<file path="src/pif_pkg.sv">
/*
 * Constants for the PCI-side interrupt flag block: APB offsets, flag bit
 * positions, field layouts and reset values.
 * Assumes a 32-bit APB with word-aligned registers.
 */
`default_nettype none

package pif_pkg;
    localparam int unsigned ADDR_W          = 12;
    localparam int unsigned DATA_W          = 32;
    localparam int unsigned FLAG_W          = 64;

    // word-aligned byte offsets
    localparam logic [ADDR_W-1:0] OFF_SUM_LO = 12'h000;
    localparam logic [ADDR_W-1:0] OFF_SUM_HI = 12'h004;
    localparam logic [ADDR_W-1:0] OFF_ENB_LO = 12'h008;
    localparam logic [ADDR_W-1:0] OFF_ENB_HI = 12'h00C;
    localparam logic [ADDR_W-1:0] OFF_OUTCFG = 12'h010;

    // interrupt summary bit positions
    localparam int unsigned BIT_CORE_DMA    = 41;
    localparam int unsigned BIT_PCI_WPERR   = 40;
    localparam int unsigned BIT_PAIR_TOUT   = 31;
    localparam int unsigned BIT_PAIR_PERR   = 27;
    localparam int unsigned BIT_GATHER_TOUT = 23;
    localparam int unsigned BIT_PKT_PERR    = 19;
    localparam int unsigned BIT_PKT_TOUT    = 15;
    localparam int unsigned BIT_DB_OVF      = 11;
    localparam int unsigned BIT_INSTR_TOUT  = 7;
    localparam int unsigned BIT_TOO_SMALL   = 3;
    localparam int unsigned BIT_SEC_PCI     = 2;
    localparam int unsigned BIT_RB_WTOUT    = 1;
    localparam int unsigned BIT_RB_RTOUT    = 0;

    // enable register implements bits 61..0, 63..62 read as zero
    localparam logic [FLAG_W-1:0] ENB_MASK  = 64'h3FFF_FFFF_FFFF_FFFF;
    localparam logic [FLAG_W-1:0] ENB_RESET = 64'h0000_0000_0000_0000;
    localparam logic [FLAG_W-1:0] SUM_RESET = 64'h0000_0000_0000_0000;

    // output configuration: info pointer byte count field
    localparam int unsigned       INFO_POINTER_BYTES_LSB   = 16;
    localparam int unsigned       INFO_POINTER_BYTES_W     = 7;
    localparam logic [INFO_POINTER_BYTES_W-1:0] INFO_POINTER_BYTES_RESET = 7'h00;

    localparam int unsigned DMA_MAX_WORDS   = 128;
endpackage

`default_nettype wire

</file>
<file path="src/pif_interrupt_flags.sv">
/*
 * Interrupt summary and enable logic of the PCI packet/instruction interface,
 * with an APB slave for the summary, enable and output-size configuration.
 * Assumes event inputs are single-cycle pulses synchronous to i_sys_clk and
 * that the secondary status/enable vectors come from registers elsewhere.
 */
// Chosen here: the register addresses and the APB interface to the registers.
`default_nettype none

// Behaviour
// - a gather-list read time-out on port 0 sets summary bit 23, reset 0, write 1 clears.
// - a packet-data parity error on port 0 sets sticky summary bit 19, write 1 clears.
// - a packet-data read time-out on port 0 sets summary bit 15, write 1 clears.
// - the doorbell count bit 31 becoming set sets summary bit 11, write 1 clears.
// - an instruction read time-out on port 0 sets summary bit 7, reset 0, write 1 clears.
// - a sent packet shorter than the info pointer byte size sets summary bit 3.
// - summary bit 2 is read-only and reads 1 when any secondary status and enable pair is set.
// - a register bus write with no commit back sets summary bit 1.
// - a register bus read with no data back sets summary bit 0.
// - the enable register holds read-write bits 61 to 0 reset to 0 that gate each flag.
// - summary bit 2 interrupts only when enable bit 2 is set.
// - a core DMA read request above 128 words sets summary bit 41.
// - a parity error on PCI data written to the cache sets summary bit 40.
// - an output pair read time-out on port 0 sets summary bit 31.
// - an output pair parity error on port 0 sets summary bit 27.
module pif_interrupt_flags #(
    parameter int unsigned PKT_LEN_W = 16,
    parameter int unsigned DMA_W     = 9,
    parameter int unsigned SEC_W     = 32
) (
    input  wire logic                         i_sys_clk,
    input  wire logic                         i_rst,
    input  wire logic                         i_psel,
    input  wire logic                         i_penable,
    input  wire logic                         i_pwrite,
    input  wire logic [pif_pkg::ADDR_W-1:0]   i_paddr,
    input  wire logic [pif_pkg::DATA_W-1:0]   i_pwdata,
    input  wire logic [3:0]                   i_pstrb,
    output logic                              o_pready,
    output logic [pif_pkg::DATA_W-1:0]        o_prdata,
    output logic                              o_pslverr,
    input  wire logic                         i_gather_read_timeout,
    input  wire logic                         i_packet_data_parity_err,
    input  wire logic                         i_packet_data_read_timeout,
    input  wire logic                         i_doorbell_count_msb,
    input  wire logic                         i_instr_read_timeout,
    input  wire logic                         i_out_pkt_sent,
    input  wire logic [PKT_LEN_W-1:0]         i_out_pkt_bytes,
    input  wire logic [SEC_W-1:0]             i_secondary_pci_status,
    input  wire logic [SEC_W-1:0]             i_secondary_pci_enable,
    input  wire logic                         i_regbus_write_timeout,
    input  wire logic                         i_regbus_read_timeout,
    input  wire logic                         i_core_dma_req,
    input  wire logic [DMA_W-1:0]             i_core_dma_words,
    input  wire logic                         i_pci_write_parity_err,
    input  wire logic                         i_output_pair_read_timeout,
    input  wire logic                         i_output_pair_parity_err,
    output logic                              o_irq
);
    import pif_pkg::*;

    // length must hold the info size, dma count must hold the limit
    if (PKT_LEN_W < INFO_POINTER_BYTES_W || DMA_W < 8 || DMA_W > 31 || SEC_W < 1) begin : g_bad_param
        $error("pif_interrupt_flags: unsupported parameter values");
    end

    function automatic logic [FLAG_W-1:0] lane_mask(input logic hi, input logic [3:0] strb);
        logic [DATA_W-1:0] m;
        m = {{8{strb[3]}}, {8{strb[2]}}, {8{strb[1]}}, {8{strb[0]}}};
        lane_mask = hi ? {m, 32'h0000_0000} : {32'h0000_0000, m};
    endfunction

    localparam logic [FLAG_W-1:0] STICKY_MASK =
        (64'h1 << BIT_CORE_DMA)   | (64'h1 << BIT_PCI_WPERR) | (64'h1 << BIT_PAIR_TOUT) |
        (64'h1 << BIT_PAIR_PERR)  | (64'h1 << BIT_GATHER_TOUT) | (64'h1 << BIT_PKT_PERR) |
        (64'h1 << BIT_PKT_TOUT)   | (64'h1 << BIT_DB_OVF)    | (64'h1 << BIT_INSTR_TOUT) |
        (64'h1 << BIT_TOO_SMALL)  | (64'h1 << BIT_RB_WTOUT)  | (64'h1 << BIT_RB_RTOUT);
    localparam logic [DMA_W-1:0]     DMA_LIMIT = DMA_W'(DMA_MAX_WORDS);

    logic [FLAG_W-1:0]  sum_q, sum_d;
    logic [FLAG_W-1:0]  enb_q, enb_d;
    logic [INFO_POINTER_BYTES_W-1:0] info_pointer_bytes_q, info_pointer_bytes_d;
    logic               db_msb_q, db_msb_d;
    logic [DATA_W-1:0]  rdata_q, rdata_d;
    logic [FLAG_W-1:0]  set_vec, clr_vec, sum_rd;
    logic               sec_live;
    logic               wr_acc, setup, hit;

    assign setup    = i_psel && !i_penable;
    assign wr_acc   = i_psel && i_penable && i_pwrite;
    assign hit      = (i_paddr == OFF_SUM_LO) || (i_paddr == OFF_SUM_HI) ||
                      (i_paddr == OFF_ENB_LO) || (i_paddr == OFF_ENB_HI) ||
                      (i_paddr == OFF_OUTCFG);
    // zero wait states: read data was captured in the setup cycle
    assign o_pready  = 1'b1;
    assign o_pslverr = i_psel && i_penable && !hit;
    assign o_prdata  = rdata_q;

    // live summary of the secondary group, never stored
    assign sec_live = |(i_secondary_pci_status & i_secondary_pci_enable);

    always_comb begin
        sum_rd = sum_q;
        sum_rd[BIT_SEC_PCI] = sec_live;
    end

    assign o_irq = |(sum_rd & enb_q);

    always_comb begin
        set_vec = '0;
        set_vec[BIT_GATHER_TOUT] = i_gather_read_timeout;
        set_vec[BIT_PKT_PERR]    = i_packet_data_parity_err;
        set_vec[BIT_PKT_TOUT]    = i_packet_data_read_timeout;
        set_vec[BIT_DB_OVF]      = i_doorbell_count_msb && !db_msb_q;
        set_vec[BIT_INSTR_TOUT]  = i_instr_read_timeout;
        set_vec[BIT_TOO_SMALL]   = i_out_pkt_sent &&
            (i_out_pkt_bytes < PKT_LEN_W'(info_pointer_bytes_q));
        set_vec[BIT_RB_WTOUT]    = i_regbus_write_timeout;
        set_vec[BIT_RB_RTOUT]    = i_regbus_read_timeout;
        set_vec[BIT_CORE_DMA]    = i_core_dma_req && (i_core_dma_words > DMA_LIMIT);
        set_vec[BIT_PCI_WPERR]   = i_pci_write_parity_err;
        set_vec[BIT_PAIR_TOUT]   = i_output_pair_read_timeout;
        set_vec[BIT_PAIR_PERR]   = i_output_pair_parity_err;
        clr_vec = '0;
        if (wr_acc && (i_paddr == OFF_SUM_LO || i_paddr == OFF_SUM_HI)) begin
            clr_vec = lane_mask(i_paddr == OFF_SUM_HI, i_pstrb) &
                      ((i_paddr == OFF_SUM_HI) ? {i_pwdata, 32'h0000_0000}
                                               : {32'h0000_0000, i_pwdata});
        end
        // set beats clear so an event in the clearing cycle survives
        sum_d    = ((sum_q & ~clr_vec) | set_vec) & STICKY_MASK;
        db_msb_d = i_doorbell_count_msb;
    end

    always_comb begin
        enb_d   = enb_q;
        info_pointer_bytes_d = info_pointer_bytes_q;
        if (wr_acc && (i_paddr == OFF_ENB_LO || i_paddr == OFF_ENB_HI)) begin
            enb_d = ((enb_q & ~lane_mask(i_paddr == OFF_ENB_HI, i_pstrb)) |
                     (lane_mask(i_paddr == OFF_ENB_HI, i_pstrb) & {i_pwdata, i_pwdata}))
                    & ENB_MASK;
        end
        if (wr_acc && i_paddr == OFF_OUTCFG && i_pstrb[INFO_POINTER_BYTES_LSB/8]) begin
            info_pointer_bytes_d = i_pwdata[INFO_POINTER_BYTES_LSB +: INFO_POINTER_BYTES_W];
        end
    end

    always_comb begin
        rdata_d = rdata_q;
        if (setup && !i_pwrite) begin
            unique case (i_paddr)
                OFF_SUM_LO: rdata_d = sum_rd[DATA_W-1:0];
                OFF_SUM_HI: rdata_d = sum_rd[FLAG_W-1:DATA_W];
                OFF_ENB_LO: rdata_d = enb_q[DATA_W-1:0];
                OFF_ENB_HI: rdata_d = enb_q[FLAG_W-1:DATA_W];
                OFF_OUTCFG: rdata_d = DATA_W'({info_pointer_bytes_q, 16'h0000});
                default:    rdata_d = '0;
            endcase
        end
    end

    always_ff @(posedge i_sys_clk or posedge i_rst) begin
        if (i_rst) begin
            sum_q    <= SUM_RESET;
            enb_q    <= ENB_RESET;
            info_pointer_bytes_q  <= INFO_POINTER_BYTES_RESET;
            db_msb_q <= 1'b0;
            rdata_q  <= '0;
        end else begin
            sum_q    <= sum_d;
            enb_q    <= enb_d;
            info_pointer_bytes_q  <= info_pointer_bytes_d;
            db_msb_q <= db_msb_d;
            rdata_q  <= rdata_d;
        end
    end
endmodule

`default_nettype wire

</file>
<file path="config.mk">
export PLATFORM = sky130hd
export DESIGN_NAME = pif_interrupt_flags
export DESIGN_NICKNAME = d
export VERILOG_FILES = /design/src/pif_pkg.sv /design/src/pif_interrupt_flags.sv
export SDC_FILE = /design/constraint.sdc
export NUM_CORES = 1
export LEC_CHECK = 0
export ABC_AREA = 1
export BUFFER_PORTS_ARGS = -buffer_cell sky130_fd_sc_hd__buf_2
export CORE_ASPECT_RATIO = 1.25
export CORE_UTILIZATION = 40
export CTS_BUF_LIST = sky130_fd_sc_hd__clkbuf_8
export CTS_CLUSTER_SIZE = 10
export DETAILED_ROUTE_END_ITERATION = 12
export PLACE_DENSITY = 0.66
export SYNTH_ARGS = -nofsm -noshare
export SYNTH_HDL_FRONTEND = slang
export SYNTH_SLANG_ARGS = --single-unit
</file>
<file path="constraint.sdc">
create_clock -name i_sys_clk -period 5.3 [get_ports i_sys_clk]
set_input_delay 0.265 -clock i_sys_clk [delete_from_list [all_inputs] [get_ports i_sys_clk]]
set_output_delay 0.265 -clock i_sys_clk [all_outputs]
set_load 0.005 [all_outputs]
</file>
==> reports/results.txt <==
Status: completed
Layout Nets: 1087
CTS clk-pin slew, worst paths: 70 ps
Actual slew at the worst max-slew pin: 1170 ps
Global placer's final weighted congestion: 0.868
Hold crit path type: in2reg
DR iter-0 viols: 222
Mapped cell area: 0.00571 mm2
R2R Setup Slk: 3970 ps
Clk buf depth: 2
PortBufs: 187
Ys Warns: 0
Unique masters post-synth: 34
Register area share after synthesis: 0.500
Most used cell, CP: nand2_1
Global route total overflow: 0
Peak VDD IR: 0.157 mV
Detailed Route WL: 15200 um
Minimum clock period after layout: 1900 ps
Crit Path Max Fanout: 3
Residual DRC count: 0
CTS Buf Count: 17
Reg2reg start: info_pointer_bytes_q[1]
Post-DP HPWL: 11300 um
Resized Gates After CTS: 0
Fin util: 0.519
Yosys reg bits: 114
WHS Endpoint: sum_q[27]
Rel. slew slack: 0.220
Largest net degree at the start of global routing: 59
DIE HEIGHT: 136 um
Vias in the first global route: 5045
CTS root buffer: clkbuf_8
Final setup fails: 0
Skew-Pair Late Insertion Delay: 430 ps
Overall die area: 0.0148 mm2
Reg2Reg Depth: 9
Core area: 0.0139 mm2
DR WL/cell: 13.7 um
Synth top area share: 0.500
Fillers: 1384
ANT cells: 0
CP Class: reg2out
Max Fclk: 0.526 GHz
Mean Syn Cell Area: 7.79 um2
Non-filler cells in the finished layout: 1113
GRT Overall Usage: 0.220
Initial antenna violation count: 0
Row cnt: 48
Hold_ws: 24.5 ps
Post-synth top area cell: dfrtp_1
Layout area overhead: 26.2%
CTS Sinks: 114
MaxCap Viol Count: 0
Cell leakage power: 4.11 nW
IO Pins: 189
Count leader, synth: nand2_1
Hold Path Depth: 3
Hold_sp: i_output_pair_parity_err
Max-slew violations: 0
Critical path arrival: 1640 ps
Crit. End Element: output pin
EDFF count, synth: 0
PwrDens: 254 mW/mm2
Post-synth top cells: nand2_1 (325), dfrtp_1 (114), inv_1 (69), o21ai_1 (65), nand3_1 (30)
Mapped Cells: 733
Router iterations before antenna repair: 6
Dpl cells: 1078
RSZ-0062 raised after global routing: no
Overall Power: 1.83 mW
Final Cycle Share: 0.359
Async SR Flop Fraction: 1.00
Post-DRT Antenna Nets: 0
Post-synth net total: 893
First-pass GRT wire length: 24200 um
CTS tree: built
Crit-path cells: nand2_1 -> nand2_1 -> a221oi_1 -> nand4_1 -> buf_2
Via Count: 5322
Setup TNS Final: 0 ps
Vias per cell: 4.78
Top FF cell, synth: dfrtp_1
Layout cells sized above 1: 0.280
CP max-delay cell: dfrtp_1
Slowest stage delay, CP: 400 ps
Worst Path Required: 5040 ps
Setup Skew: 9.84 ps
H-Tree Depth: 4
Startpoint types: flip-flop
Area contributors post-synth: dfrtp_1 (50%), nand2_1 (21%), o21ai_1 (5.7%)
Die X: 109 um
Final hold vios: 0
Initial Utilization: 0.411
Worst reg2reg path endpoint: sum_q[3]
[through the flow]
stage	area [um2]	setup WS, ps
after floorplan	5710	2020
after global placement	6750	3160
after detailed placement	6750	3100
after CTS	7200	3420
after global routing	7200	3310
final	7200	3400
[cell usage in the layout, fill, tap and decap left out]
cell | Yosys | routed
nand3_4 | 1 | 1
inv_4 | 1 | 2
nor4_1 | 3 | 3
nand3_1 | 30 | 30
nor4b_1 | 1 | 1
nor2_2 | 3 | 3
dlygate4sd3_1 | 0 | 5
dfrtp_1 | 114 | 114
nor2_8 | 1 | 1
nand2_1 | 325 | 325
clkinv_2 | 1 | 3
nor2_1 | 23 | 23
nand4_1 | 5 | 5
nor3_2 | 0 | 1
buf_2 | 7 | 187
nand2_4 | 2 | 2
conb_1 | 1 | 1
nand3_2 | 9 | 9
nor3_4 | 2 | 2
inv_1 | 69 | 70
a21oi_1 | 2 | 2
o21ai_0 | 18 | 18
clkbuf_8 | 1 | 24
ha_1 | 6 | 6
a221oi_1 | 3 | 3
nor3_1 | 2 | 1
nand3b_1 | 1 | 1
nand2_2 | 19 | 19
and3_1 | 1 | 1
buf_4 | 6 | 4
bufinv_16 | 0 | 2
o21ai_1 | 65 | 65
o211ai_1 | 1 | 1
nor2_4 | 3 | 3
[kinds of logic (layout without fill, tap and decap cells)]
logic type | Yosys count | in the layout | share of synthesized area
flip-flops | 114 | 114 | 0.500
buffers and inverters | 92 | 297 | 0.0743
AND/OR/NAND/NOR | 431 | 431 | 0.332
AO/OA/AOI/OAI | 89 | 89 | 0.0804
other | 1 | 1 | 0.000657
adder cells (fa/ha/maj) | 6 | 6 | 0.0132
[worst max-delay path by stage]
| stage | startpoint | to | slack, ps | depth (start not counted) |
|---|---|---|---|---|
| floorplan | i_rst | asynchronous set/reset pin | 2020 | 1 |
| finish | flip-flop | o_irq | 3400 | 5 |
| CTS | flip-flop | o_irq | 3420 | 5 |
| global route | i_rst | o_prdata[26] | 3310 | 4 |
| global placement | i_paddr[1] | o_prdata[7] | 3160 | 8 |
| detailed placement | i_paddr[1] | o_prdata[20] | 3100 | 8 |
[repair_timing]
action                    4_1_cts  5_1_grt
hold endpoints to repair       54        0
hold buffers                    5        0
buffers inserted                0        0
[worst max-delay path: cells and delay by family, from the launching register on]
family | cells | cell delay, ps
AO/OA/AOI/OAI | 1 | 300
buffers and inverters | 1 | 160
flip-flops | 1 | 400
AND/OR/NAND/NOR | 3 | 340
[per-layer routing]
metal / track usage / vias up / routed length, um
met5: 0 / - / 0
met4: 0.101 / 0 / 436
li1: - / 2696 / -
met3: 0.0452 / 30 / 850
met2: 0.388 / 185 / 7780
met1: 0.253 / 2411 / 6140
[power by group]
group,switching [mW],internal (mW)
clock network,0.328,0.496
logic,0.0749,0.0587
registers,0.000418,0.871
[final cells by class]
| class | count | area (um2) | share of cell area |
|---|---|---|---|
| timing repair buffer | 196 | 1020 | 0.141 |
| sequential | 114 | 2850 | 0.396 |
| inverter | 71 | 273 | 0.0379 |
| clock inverter | 6 | 77.6 | 0.0108 |
| tap | 175 | 219 | 0.0304 |
| multi-input combinational | 527 | 2440 | 0.338 |
| clock buffer | 24 | 330 | 0.0458 |
Note: power is estimated with default switching activity, not from simulation.
